$ cat src/logic/cpu_bus_params.svh
// offsets, field positions, reset values and counts for the bus control block
`ifndef CPU_BUS_PARAMS_SVH
`define CPU_BUS_PARAMS_SVH

// register port geometry
`define REG_ADDR_W        8
`define REG_DATA_W        16

// register offsets
`define REG_CYCLE         8'h00
`define REG_ADDR          8'h04
`define REG_WDATA         8'h08
`define REG_RDATA         8'h0c
`define REG_CTRL          8'h10
`define REG_STATUS        8'h14
`define REG_PC            8'h18

// control register bits, write one to act
`define CTRL_EI_BIT       0
`define CTRL_DI_BIT       1
`define CTRL_IEND_BIT     2
`define CTRL_HALT_BIT     3
`define CTRL_CLR_IRQ_BIT  4

// status register bits
`define STAT_BUSY_BIT     0
`define STAT_IRQ_ENABLE_FLAG_BIT     1
`define STAT_HOLD_BIT     2
`define STAT_HALT_BIT     3
`define STAT_IRQ_BIT      4
`define STAT_WAIT_BIT     5

// machine cycle status byte positions on the data bus
`define SB_IRQ_ACK_BIT    0
`define SB_READ_BIT       1
`define SB_SP_BIT         2
`define SB_HALT_ACK_BIT   3
`define SB_OUT_BIT        4
`define SB_FETCH_BIT      5
`define SB_PORT_RD_BIT    6
`define SB_MEM_RD_BIT     7

// widths, reset values and counts
`define ADDR_WIDTH        16
`define DATA_WIDTH        8
`define PC_RESET          16'h0000
`define RESET_MIN_CYCLES  3

`endif

$ cat src/logic/cpu_bus_pkg.sv
// types shared by the bus control block
package cpu_bus_pkg;

  // machine cycle sequencer states
  typedef enum logic [2:0] {
    ST_IDLE,
    ST_T1,
    ST_T2,
    ST_WAIT,
    ST_T3,
    ST_HOLD
  } bus_state_t;

endpackage

$ cat src/logic/cpu_bus_control.sv
// machine cycle sequencer, hold handshake and interrupt gate at the cpu pins
//
// Operation
// - data bus driven only for the status byte and while outputting
// - reset clears program counter, disables interrupts
// - hold request floats address and data buses
// - hold acknowledge high while in hold
// - no interrupt accepted while in hold
// - irq sampled when halted or instruction end
// - accept unless enable low, hold or reset pin high
// - enable opcode sets flag, mask clears it
// - accept and reset pin clear enable flag
// - input strobe high in input mode only
// - address on bus from first state
// - cycle start strobe carries status byte
// - wait output high until ready
// - status byte bit layout on data bus
//
// Decided for this implementation: the strobed register port and the placing of the registers.
`timescale 1ns/1ps
`include "cpu_bus_params.svh"

module cpu_bus_control #(
  parameter int ADDR_W    = `ADDR_WIDTH,       // address bus width
  parameter int RESET_MIN = `RESET_MIN_CYCLES  // cycles the reset pin must stand
) (
  input  wire logic                   i_clk,         // 10 MHz clock
  input  wire logic                   i_resetn,      // async reset, active low
  input  wire logic [`REG_ADDR_W-1:0] i_reg_addr,    // register address
  input  wire logic [`REG_DATA_W-1:0] i_reg_wdata,   // register write data
  input  wire logic                   i_reg_write,   // write strobe
  input  wire logic                   i_reg_read,    // read strobe
  output logic      [`REG_DATA_W-1:0] o_reg_rdata,   // read data, cycle after strobe
  input  wire logic                   i_cpu_reset,   // reset pin, active high
  input  wire logic                   i_hold_req,    // bus release request pin
  input  wire logic                   i_irq,         // interrupt request pin
  input  wire logic                   i_ready,       // ready pin
  input  wire logic [`DATA_WIDTH-1:0] i_data,        // data bus, pin level
  output logic      [`DATA_WIDTH-1:0] o_data,        // data bus, driven value
  output logic                        o_data_oe,     // data bus enable
  output logic      [ADDR_W-1:0]      o_addr,        // address bus value
  output logic                        o_addr_oe,     // address bus enable
  output logic                        o_sync,        // cycle start strobe
  output logic                        o_data_bus_input_strobe,        // data bus input strobe
  output logic                        o_write_n,     // write strobe, active low
  output logic                        o_wait,        // wait state
  output logic                        o_hold_acknowledge,        // hold acknowledge
  output logic                        o_irq_enable,  // irq enable flag
  output logic                        o_irq_accept   // irq accepted, pulse
);

  generate
    if (ADDR_W < 1 || ADDR_W > `REG_DATA_W)
    begin : g_chk
      $error("cpu_bus_control: ADDR_W must be 1 to 16");
    end
  endgenerate

  ////////////////////////////////////////////////////////////////////////////
  // helpers
  function automatic logic is_read(input logic [`DATA_WIDTH-1:0] sb);
    is_read = sb[`SB_READ_BIT];
  endfunction
  function automatic logic in_xfer(input cpu_bus_pkg::bus_state_t s);
    in_xfer = (s == cpu_bus_pkg::ST_T2) || (s == cpu_bus_pkg::ST_WAIT) || (s == cpu_bus_pkg::ST_T3);
  endfunction

  ////////////////////////////////////////////////////////////////////////////
  // pin synchronisers and reset qualification
  wire [`DATA_WIDTH+3:0] pins_lvl;
  wire                   rst_lvl;
  wire                   hold_lvl;
  wire                   irq_lvl;
  wire                   ready_lvl;
  wire [`DATA_WIDTH-1:0] data_lvl;
  wire                   rst_act;

  pin_sync #(
    .WIDTH (`DATA_WIDTH + 4)
  ) u_sync (
    .i_clk    (i_clk),
    .i_resetn (i_resetn),
    .i_pin    ({i_data, i_ready, i_irq, i_hold_req, i_cpu_reset}),
    .o_level  (pins_lvl)
  );

  assign rst_lvl   = pins_lvl[0];
  assign hold_lvl  = pins_lvl[1];
  assign irq_lvl   = pins_lvl[2];
  assign ready_lvl = pins_lvl[3];
  assign data_lvl  = pins_lvl[`DATA_WIDTH+3:4];

  // short glitches on the reset pin do not reset the sequencer
  reset_qualifier #(
    .MIN_CYCLES (RESET_MIN)
  ) u_rstq (
    .i_clk    (i_clk),
    .i_resetn (i_resetn),
    .i_level  (rst_lvl),
    .o_active (rst_act)
  );

  ////////////////////////////////////////////////////////////////////////////
  // state
  cpu_bus_pkg::bus_state_t state_reg;
  cpu_bus_pkg::bus_state_t state_next;
  logic [ADDR_W-1:0]      pc_reg;
  logic [ADDR_W-1:0]      addr_reg;
  logic [`DATA_WIDTH-1:0] wdata_reg;
  logic [`DATA_WIDTH-1:0] rdata_reg;
  logic [`DATA_WIDTH-1:0] sbyte_reg;
  logic                   pend_reg;
  logic                   irq_enable_flag_reg;
  logic                   halted_reg;
  logic                   irq_taken_reg;
  logic                   accept_reg;
  logic [`REG_DATA_W-1:0] reg_rdata_reg;
  logic [`DATA_WIDTH-1:0] dout_reg;
  logic                   dout_oe_reg;
  logic [ADDR_W-1:0]      aout_reg;
  logic                   aout_oe_reg;
  logic                   sync_reg;
  logic                   data_bus_input_strobe_reg;
  logic                   write_n_reg;
  logic                   wait_reg;
  logic                   hold_acknowledge_reg;

  ////////////////////////////////////////////////////////////////////////////
  // register port decode
  wire wr_cycle = i_reg_write && (i_reg_addr == `REG_CYCLE);
  wire wr_addr  = i_reg_write && (i_reg_addr == `REG_ADDR);
  wire wr_wdata = i_reg_write && (i_reg_addr == `REG_WDATA);
  wire wr_ctrl  = i_reg_write && (i_reg_addr == `REG_CTRL);
  wire cmd_ei   = wr_ctrl && i_reg_wdata[`CTRL_EI_BIT];
  wire cmd_di   = wr_ctrl && i_reg_wdata[`CTRL_DI_BIT];
  wire cmd_iend = wr_ctrl && i_reg_wdata[`CTRL_IEND_BIT];
  wire cmd_halt = wr_ctrl && i_reg_wdata[`CTRL_HALT_BIT];
  wire cmd_clr  = wr_ctrl && i_reg_wdata[`CTRL_CLR_IRQ_BIT];
  wire busy     = pend_reg || (state_reg != cpu_bus_pkg::ST_IDLE && state_reg != cpu_bus_pkg::ST_HOLD);
  wire [`REG_DATA_W-1:0] status_word = `REG_DATA_W'({wait_reg, irq_taken_reg, halted_reg, hold_acknowledge_reg, irq_enable_flag_reg, busy});
  logic [`REG_DATA_W-1:0] rd_mux;
  // read mux, unmapped offsets read as zero
  always_comb
  begin
    if (i_reg_addr == `REG_CYCLE)
      rd_mux = `REG_DATA_W'(sbyte_reg);
    else if (i_reg_addr == `REG_ADDR)
      rd_mux = `REG_DATA_W'(addr_reg);
    else if (i_reg_addr == `REG_WDATA)
      rd_mux = `REG_DATA_W'(wdata_reg);
    else if (i_reg_addr == `REG_RDATA)
      rd_mux = `REG_DATA_W'(rdata_reg);
    else if (i_reg_addr == `REG_STATUS)
      rd_mux = status_word;
    else if (i_reg_addr == `REG_PC)
      rd_mux = `REG_DATA_W'(pc_reg);
    else
      rd_mux = '0;
  end

  ////////////////////////////////////////////////////////////////////////////
  // interrupt sampling: only at instruction end or while halted, never in hold
  wire sample_pt = cmd_iend || halted_reg;
  wire accept    = sample_pt && irq_lvl && irq_enable_flag_reg && !rst_lvl
                   && state_reg != cpu_bus_pkg::ST_HOLD && !hold_lvl;

  ////////////////////////////////////////////////////////////////////////////
  // machine cycle sequencer; hold is taken only between cycles
  wire cyc_read  = is_read(sbyte_reg);
  wire cyc_fetch = sbyte_reg[`SB_FETCH_BIT];
  always_comb
  begin
    state_next = state_reg;
    case (state_reg)
      cpu_bus_pkg::ST_IDLE:
        if (hold_lvl)
          state_next = cpu_bus_pkg::ST_HOLD;
        else if (pend_reg)
          state_next = cpu_bus_pkg::ST_T1;
      cpu_bus_pkg::ST_HOLD:
        if (!hold_lvl)
          state_next = cpu_bus_pkg::ST_IDLE;
      cpu_bus_pkg::ST_T1:
        state_next = cpu_bus_pkg::ST_T2;
      cpu_bus_pkg::ST_T2:
        state_next = ready_lvl ? cpu_bus_pkg::ST_T3 : cpu_bus_pkg::ST_WAIT;
      cpu_bus_pkg::ST_WAIT:
        if (ready_lvl)
          state_next = cpu_bus_pkg::ST_T3;
      cpu_bus_pkg::ST_T3:
        state_next = cpu_bus_pkg::ST_IDLE;
      default:
        state_next = cpu_bus_pkg::ST_IDLE;
    endcase
    if (rst_act)
      state_next = cpu_bus_pkg::ST_IDLE;
  end
  // pin outputs follow the next state so they change with it
  wire                   nx_xfer  = in_xfer(state_next);
  wire                   nx_t1    = (state_next == cpu_bus_pkg::ST_T1);
  wire                   nx_hold  = (state_next == cpu_bus_pkg::ST_HOLD);
  wire [ADDR_W-1:0]      cyc_addr = cyc_fetch ? pc_reg : addr_reg;
  wire                   enter_t1 = nx_t1 && (state_reg != cpu_bus_pkg::ST_T1);
  wire                   end_cyc  = (state_reg == cpu_bus_pkg::ST_T3);
  wire [`DATA_WIDTH-1:0] dout_nx  = nx_t1 ? sbyte_reg : wdata_reg;
  wire                   doe_nx   = nx_t1 || (nx_xfer && !cyc_read);
  wire                   data_bus_input_strobe_nx  = nx_xfer && cyc_read;

  ////////////////////////////////////////////////////////////////////////////
  // pin registers
  always_ff @(posedge i_clk or negedge i_resetn)
  begin
    if (!i_resetn)
    begin
      state_reg   <= cpu_bus_pkg::ST_IDLE;
      dout_reg    <= '0;
      dout_oe_reg <= 1'b0;
      aout_reg    <= '0;
      aout_oe_reg <= 1'b0;
      sync_reg    <= 1'b0;
      data_bus_input_strobe_reg    <= 1'b0;
      write_n_reg <= 1'b1;
      wait_reg    <= 1'b0;
      hold_acknowledge_reg    <= 1'b0;
    end
    else
    begin
      state_reg   <= state_next;
      dout_reg    <= dout_nx;
      dout_oe_reg <= doe_nx && !nx_hold;
      aout_reg    <= enter_t1 ? cyc_addr : aout_reg;
      aout_oe_reg <= !nx_hold;
      sync_reg    <= nx_t1;
      data_bus_input_strobe_reg    <= data_bus_input_strobe_nx;
      write_n_reg <= !(state_next == cpu_bus_pkg::ST_T3 && !cyc_read);
      wait_reg    <= (state_next == cpu_bus_pkg::ST_WAIT);
      hold_acknowledge_reg    <= nx_hold;
    end
  end

  ////////////////////////////////////////////////////////////////////////////
  // cycle, program counter and interrupt state
  always_ff @(posedge i_clk or negedge i_resetn)
  begin
    if (!i_resetn)
    begin
      pc_reg        <= ADDR_W'(`PC_RESET);
      addr_reg      <= '0;
      wdata_reg     <= '0;
      rdata_reg     <= '0;
      sbyte_reg     <= '0;
      pend_reg      <= 1'b0;
      irq_enable_flag_reg      <= 1'b0;
      halted_reg    <= 1'b0;
      irq_taken_reg <= 1'b0;
      accept_reg    <= 1'b0;
      reg_rdata_reg <= '0;
    end
    else
    begin
      addr_reg      <= wr_addr ? i_reg_addr == `REG_ADDR ? ADDR_W'(i_reg_wdata) : addr_reg : addr_reg;
      wdata_reg     <= wr_wdata ? i_reg_wdata[`DATA_WIDTH-1:0] : wdata_reg;
      reg_rdata_reg <= i_reg_read ? rd_mux : '0;
      accept_reg    <= accept;
      // a new cycle request while busy is ignored
      if (wr_cycle && !busy)
      begin
        sbyte_reg <= i_reg_wdata[`DATA_WIDTH-1:0];
        pend_reg  <= 1'b1;
      end
      else if (rst_act || end_cyc)
        pend_reg  <= 1'b0;
      if (end_cyc && cyc_read)
        rdata_reg <= data_lvl;
      // qualified reset restarts fetching at location zero
      if (rst_act)
        pc_reg <= ADDR_W'(`PC_RESET);
      else if (end_cyc && cyc_fetch)
        pc_reg <= ADDR_W'(pc_reg + 1'b1);
      // a reset pin high that passes the synchroniser (rst_lvl) masks interrupts at once, without qualification
      if (rst_lvl || accept)
        irq_enable_flag_reg <= 1'b0;
      else if (cmd_di)
        irq_enable_flag_reg <= 1'b0;
      else if (cmd_ei)
        irq_enable_flag_reg <= 1'b1;
      if (rst_act || accept)
        halted_reg <= 1'b0;
      else if (cmd_halt)
        halted_reg <= 1'b1;
      // set beats clear in the same cycle
      if (accept)
        irq_taken_reg <= 1'b1;
      else if (cmd_clr)
        irq_taken_reg <= 1'b0;
    end
  end

  assign o_reg_rdata  = reg_rdata_reg;
  assign o_data       = dout_reg;
  assign o_data_oe    = dout_oe_reg;
  assign o_addr       = aout_reg;
  assign o_addr_oe    = aout_oe_reg;
  assign o_sync       = sync_reg;
  assign o_data_bus_input_strobe       = data_bus_input_strobe_reg;
  assign o_write_n    = write_n_reg;
  assign o_wait       = wait_reg;
  assign o_hold_acknowledge       = hold_acknowledge_reg;
  assign o_irq_enable = irq_enable_flag_reg;
  assign o_irq_accept = accept_reg;
endmodule // cpu_bus_control

$ cat src/logic/pin_sync.sv
// three-stage pin synchroniser, a change counts once stages two and three agree
`timescale 1ns/1ps

module pin_sync #(
  parameter int WIDTH = 1
) (
  input  wire logic             i_clk,    // system clock
  input  wire logic             i_resetn, // async reset, active low
  input  wire logic [WIDTH-1:0] i_pin,    // raw pin levels
  output logic      [WIDTH-1:0] o_level   // filtered levels
);

  generate
    if (WIDTH < 1)
    begin : g_chk
      $error("pin_sync: WIDTH must be at least one");
    end
  endgenerate

  logic [WIDTH-1:0] s1_reg;
  logic [WIDTH-1:0] s2_reg;
  logic [WIDTH-1:0] s3_reg;
  logic [WIDTH-1:0] level_reg;
  wire  [WIDTH-1:0] level_next;
  wire  [WIDTH-1:0] differ;

  ////////////////////////////////////////////////////////////////////////////
  // take the new level only where stages agree, hold it elsewhere
  assign differ     = s2_reg ^ s3_reg;
  assign level_next = (s2_reg & ~differ) | (level_reg & differ);
  assign o_level    = level_reg;

  // s1 feeds s2 only, nothing else looks at it
  always_ff @(posedge i_clk or negedge i_resetn)
  begin
    if (!i_resetn)
    begin
      s1_reg    <= '0;
      s2_reg    <= '0;
      s3_reg    <= '0;
      level_reg <= '0;
    end
    else
    begin
      s1_reg    <= i_pin;
      s2_reg    <= s1_reg;
      s3_reg    <= s2_reg;
      level_reg <= level_next;
    end
  end

endmodule // pin_sync

$ cat src/logic/reset_qualifier.sv
// qualifies the cpu reset pin: it must stay high a minimum number of cycles
`timescale 1ns/1ps

module reset_qualifier #(
  parameter int MIN_CYCLES = 3
) (
  input  wire logic i_clk,    // system clock
  input  wire logic i_resetn, // async reset, active low
  input  wire logic i_level,  // synchronised reset pin level
  output logic      o_active  // reset qualified, level
);

  generate
    if (MIN_CYCLES < 1)
    begin : g_chk
      $error("reset_qualifier: MIN_CYCLES must be at least one");
    end
  endgenerate

  localparam int CW = $clog2(MIN_CYCLES + 1);
  localparam logic [CW-1:0] CNT_MAX = CW'(MIN_CYCLES);

  logic [CW-1:0] cnt_reg;
  logic          active_reg;
  wire  [CW-1:0] cnt_next;

  ////////////////////////////////////////////////////////////////////////////
  // count saturates so a long reset never wraps back to inactive
  assign cnt_next = !i_level ? '0 : (cnt_reg == CNT_MAX) ? cnt_reg : CW'(cnt_reg + 1'b1);
  assign o_active = active_reg;

  always_ff @(posedge i_clk or negedge i_resetn)
  begin
    if (!i_resetn)
    begin
      cnt_reg    <= '0;
      active_reg <= 1'b0;
    end
    else
    begin
      cnt_reg    <= cnt_next;
      active_reg <= (cnt_next == CNT_MAX);
    end
  end

endmodule // reset_qualifier

$ cat config.mk
export PLATFORM = sky130hd
export DESIGN_NAME = cpu_bus_control
export DESIGN_NICKNAME = d
export VERILOG_FILES = /design/src/logic/cpu_bus_pkg.sv /design/src/logic/cpu_bus_control.sv /design/src/logic/pin_sync.sv /design/src/logic/reset_qualifier.sv
export VERILOG_INCLUDE_DIRS = /design/src /design/src/logic
export SDC_FILE = /design/constraint.sdc
export NUM_CORES = 1
export LEC_CHECK = 0
export BUFFER_PORTS_ARGS = -buffer_cell sky130_fd_sc_hd__buf_2
export CAP_MARGIN = 20
export CELL_PAD_IN_SITES_DETAIL_PLACEMENT = 0
export CELL_PAD_IN_SITES_GLOBAL_PLACEMENT = 1
export CORE_ASPECT_RATIO = 1.75
export CORE_MARGIN = 2
export CORE_UTILIZATION = 30
export DETAILED_ROUTE_END_ITERATION = 8
export HOLD_SLACK_MARGIN = 0.06
export PLACE_DENSITY = 0.53
export SYNTH_ARGS = -nofsm -noshare
export SYNTH_HDL_FRONTEND = slang
export SYNTH_SLANG_ARGS = --single-unit
$ cat constraint.sdc
create_clock -name i_clk -period 2.7 [get_ports i_clk]
set_input_delay 0.27 -clock i_clk [delete_from_list [all_inputs] [get_ports i_clk]]
set_output_delay 0.27 -clock i_clk [all_outputs]
set_load 0.02 [all_outputs]
==> results.cfg <==
[setup_path]
reg2regPathDepth = 5
critPathKind = reg2reg
worst-path-max-fanout = 26
timing.critical_path.cells = xnor2_1 -> or4b_2 -> o21ba_2 -> buf_12 -> mux2_2
crit_path_end_kind = register
regToRegSetupSlack_ns = 0.29
critPathLaunchType = register
timing.rr.start = state_reg[2]
cp_data_arrival_time_ns = 2.71
critical_path.reg2reg.endpoint = o_addr[8]
worst_ep_required_time_ns = 3.00
critical-path-max-stage-delay_ns = 0.61
cp_slowest_cell = sky130_fd_sc_hd__or4b_2

[synthesis]
ys_async_sr_fraction = 1.00
synth_enable_flop_cells = 0
synth.area.top_cells = sky130_fd_sc_hd__dfrtp_1 61%, sky130_fd_sc_hd__mux2_2 13%, sky130_fd_sc_hd__maj3_1 1.8%
synth.ff_latch_count = 162
synthesis.area_per_instance_um2 = 13.3
synth_top_area_share = 0.613
post_synthesis_cells = 495
synth.largest_area_cell = sky130_fd_sc_hd__dfrtp_1
synth_ff_type = sky130_fd_sc_hd__dfrtp_1
ys_seq_area_frac = 0.617
mappedNetlistNets = 536
synth_cell_type_count = 58
synth.cell_area_um2 = 6570
yosys_warnings = 0

[cells_and_area]
diodes = 0
layout.cells.most_common = sky130_fd_sc_hd__dfrtp_1
syn2layout_area_growth_pct = 23.8
drive_gt1_frac = 0.371
final_cell_mix = 161 x sky130_fd_sc_hd__dfrtp_1, 87 x sky130_fd_sc_hd__buf_2, 75 x sky130_fd_sc_hd__mux2_2
layout.cells.non_filler = 912
layout.cell_area.non_filler_um2 = 8140
finish.net_count = 648
fin_util = 0.378

[drt]
via_per_inst = 4.65
routed_wl_um = 16000
num_vias = 4237
drcViolationCount = 0
detail_route.wl_per_cell_um = 17.5
drt_iter0_markers = 159
post_route_antenna_net_violation_count = 0
drt-pass1-iter-count = 4

[floorplanning]
num_rows = 71
die-height_um = 200
core-area_um2 = 21500
floorplan.io_pins = 89
die_w_um = 116
initial_utilization = 0.306
dieArea_um2 = 23200

[clocking]
cts-root-to-sink-buffers = 2
tritoncts = yes
cts_inserted_buffers = 17
clk_pin_slew_worst_paths_ns = 0.06
worst_skew_late_latency_ns = 0.42
clock-sinks = 162
post_cts_resized = 0
htree_num_levels = 4
clock_tree.root_cell = sky130_fd_sc_hd__clkbuf_16

[placement]
post_dp_cell_area_um2 = 7390
final_weighted_congestion_in_routability_driven_placement = 0.798
dpl.cell_count = 864
detailedPlacementHpwl_um = 11500
numPortBuffers = 88

[power]
leakage_nw = 3.89
switchingPower_mw = 1.65
power_per_cell_area_nw_per_um2 = 751
share_comb_of_total_power = 0.148
internal_power_mw = 4.46
vdd.ir_drop.worst_mv = 0.428
switching_share = 0.270
p_seq_frac = 0.465
share_clk_of_total_power = 0.388

[grt]
antenna_found_initial = 0
vias_in_the_first_global_route = 4537
maximum_number_of_pins_on_one_net_before_global_route_repair = 61
global_route.usage.total = 0.149
grt_pass1_wl_um = 25600
globalRouteOverflowTotal = 0

[timing]
post-route-period-util = 0.892
clock.fmax_ghz = 0.415
setup_viol = 0
slew_viol_final = 0
relSlewSlack = 0.459
setup_total_negative_slack_ns = 0
finalClockSkew_ns = 0.0130
timing.final.hold_violations = 0
tightestPinTransition_ns = 0.790
post-route-min-period_ns = 2.41
rsz0062_at_grt = false

[hold_path]
whs_endpoint = addr_reg[11]
hold_start = i_reg_wdata[11]
hold-path-cell-count = 2
tightest_hold_check_type = in2reg

[run_status]
status = finished clean

[job]
cap_violations = 0
worst max-delay path by stage:
| stage | startpoint | to | slack, ns | cells after the start |
|---|---|---|---|---|
| 6_report | state_reg[2] | o_addr[8] | 0.29 | 5 |
| 5_1_grt | state_reg[2] | o_addr[11] | 0.18 | 5 |
| 4_1_cts | state_reg[2] | o_data[6] | 0.29 | 5 |
| 3_5_place_dp | state_reg[2] | o_addr[8] | 0.31 | 5 |
| 3_3_place_gp | i_reg_addr[1] | sbyte_reg[5] | 0.41 | 5 |
| 2_1_floorplan | state_reg[0] | o_addr[10] | 0.43 | 6 |
cell type report:
cell class / count / area (µm²)
fill: 2135 / 13400
sequential: 162 / 4060
multi-input combinational: 296 / 2350
timing repair buffer: 117 / 729
clock buffer: 19 / 453
tap: 292 / 365
clock inverter: 13 / 135
inverter: 13 / 48.8
power by group through the flow:
stage / registers, mW / logic [mW] / clock network, mW
finish: 2.84 / 0.901 / 2.37
global placement: 2.88 / 0.880 / 0
CTS: 2.84 / 0.919 / 2.45
floorplan: 2.91 / 0.489 / 0
global route: 2.87 / 0.988 / 2.55
detailed placement: 2.89 / 0.896 / 0
cell families (layout without fill, tap and decap cells):
group                    count (synthesis)  count (layout)  share of synthesized area
flip-flops                             162             162                      0.617
AND/OR/NAND/NOR                        112             112                     0.0939
multiplexers                            87              87                      0.153
AO/OA/AOI/OAI                           73              73                     0.0750
buffers and inverters                   37             162                     0.0263
adder cells (fa/ha/maj)                 13              13                     0.0202
XOR/XNOR                                11              11                     0.0147
cells in the mapped netlist, types with 3 or more instances:
library cell and instances:
sky130_fd_sc_hd__xor2_1 9, sky130_fd_sc_hd__mux2i_1 4, sky130_fd_sc_hd__nand2b_1 6, sky130_fd_sc_hd__o221ai_1 4
sky130_fd_sc_hd__o21ai_0 15, sky130_fd_sc_hd__nand2_1 17, sky130_fd_sc_hd__mux2_4 8, sky130_fd_sc_hd__o22ai_1 3
sky130_fd_sc_hd__mux2_2 75, sky130_fd_sc_hd__buf_6 3, sky130_fd_sc_hd__nor3_1 6, sky130_fd_sc_hd__buf_2 3
sky130_fd_sc_hd__nor4_1 8, sky130_fd_sc_hd__a21oi_1 17, sky130_fd_sc_hd__nand3_1 6, sky130_fd_sc_hd__clkbuf_1 15
sky130_fd_sc_hd__or3_1 7, sky130_fd_sc_hd__and3_1 4, sky130_fd_sc_hd__nor2_1 30, sky130_fd_sc_hd__maj3_1 12
sky130_fd_sc_hd__and2_1 4, sky130_fd_sc_hd__dfrtp_1 161, sky130_fd_sc_hd__nor2b_1 5, sky130_fd_sc_hd__a22oi_1 8
sky130_fd_sc_hd__o22a_1 6, sky130_fd_sc_hd__inv_1 13
critical path: cells and delay by family (launching register included):
family / cells / cell delay [ns]
AND/OR/NAND/NOR: 1 / 0.61
AO/OA/AOI/OAI: 1 / 0.28
multiplexers: 1 / 0.35
XOR/XNOR: 1 / 0.36
flip-flops: 1 / 0.48
buffers and inverters: 1 / 0.20
metal layers:
layer  routed length (µm)  GRT usage
met2                 8760      0.260
met3                  447     0.0344
met1                 6430      0.174
met4                  339     0.0600
met5                    0          0
through the flow:
stage                     worst slack [ns]  hold WS, ns  power (mW)
final                                0.291       0.0892        6.11
after global placement               0.406        0.277        3.76
after floorplan                      0.427      -0.0256        3.40
after global routing                 0.180       0.0656        6.41
after CTS                            0.291       0.0619        6.21
after detailed placement             0.305        0.284        3.78
what timing repair did:
item	in CTS	in global routing
endpoints found under the hold margin	72	0
hold buffers	16	0
buffers inserted	0	0
(Power assumes the default switching activity.)
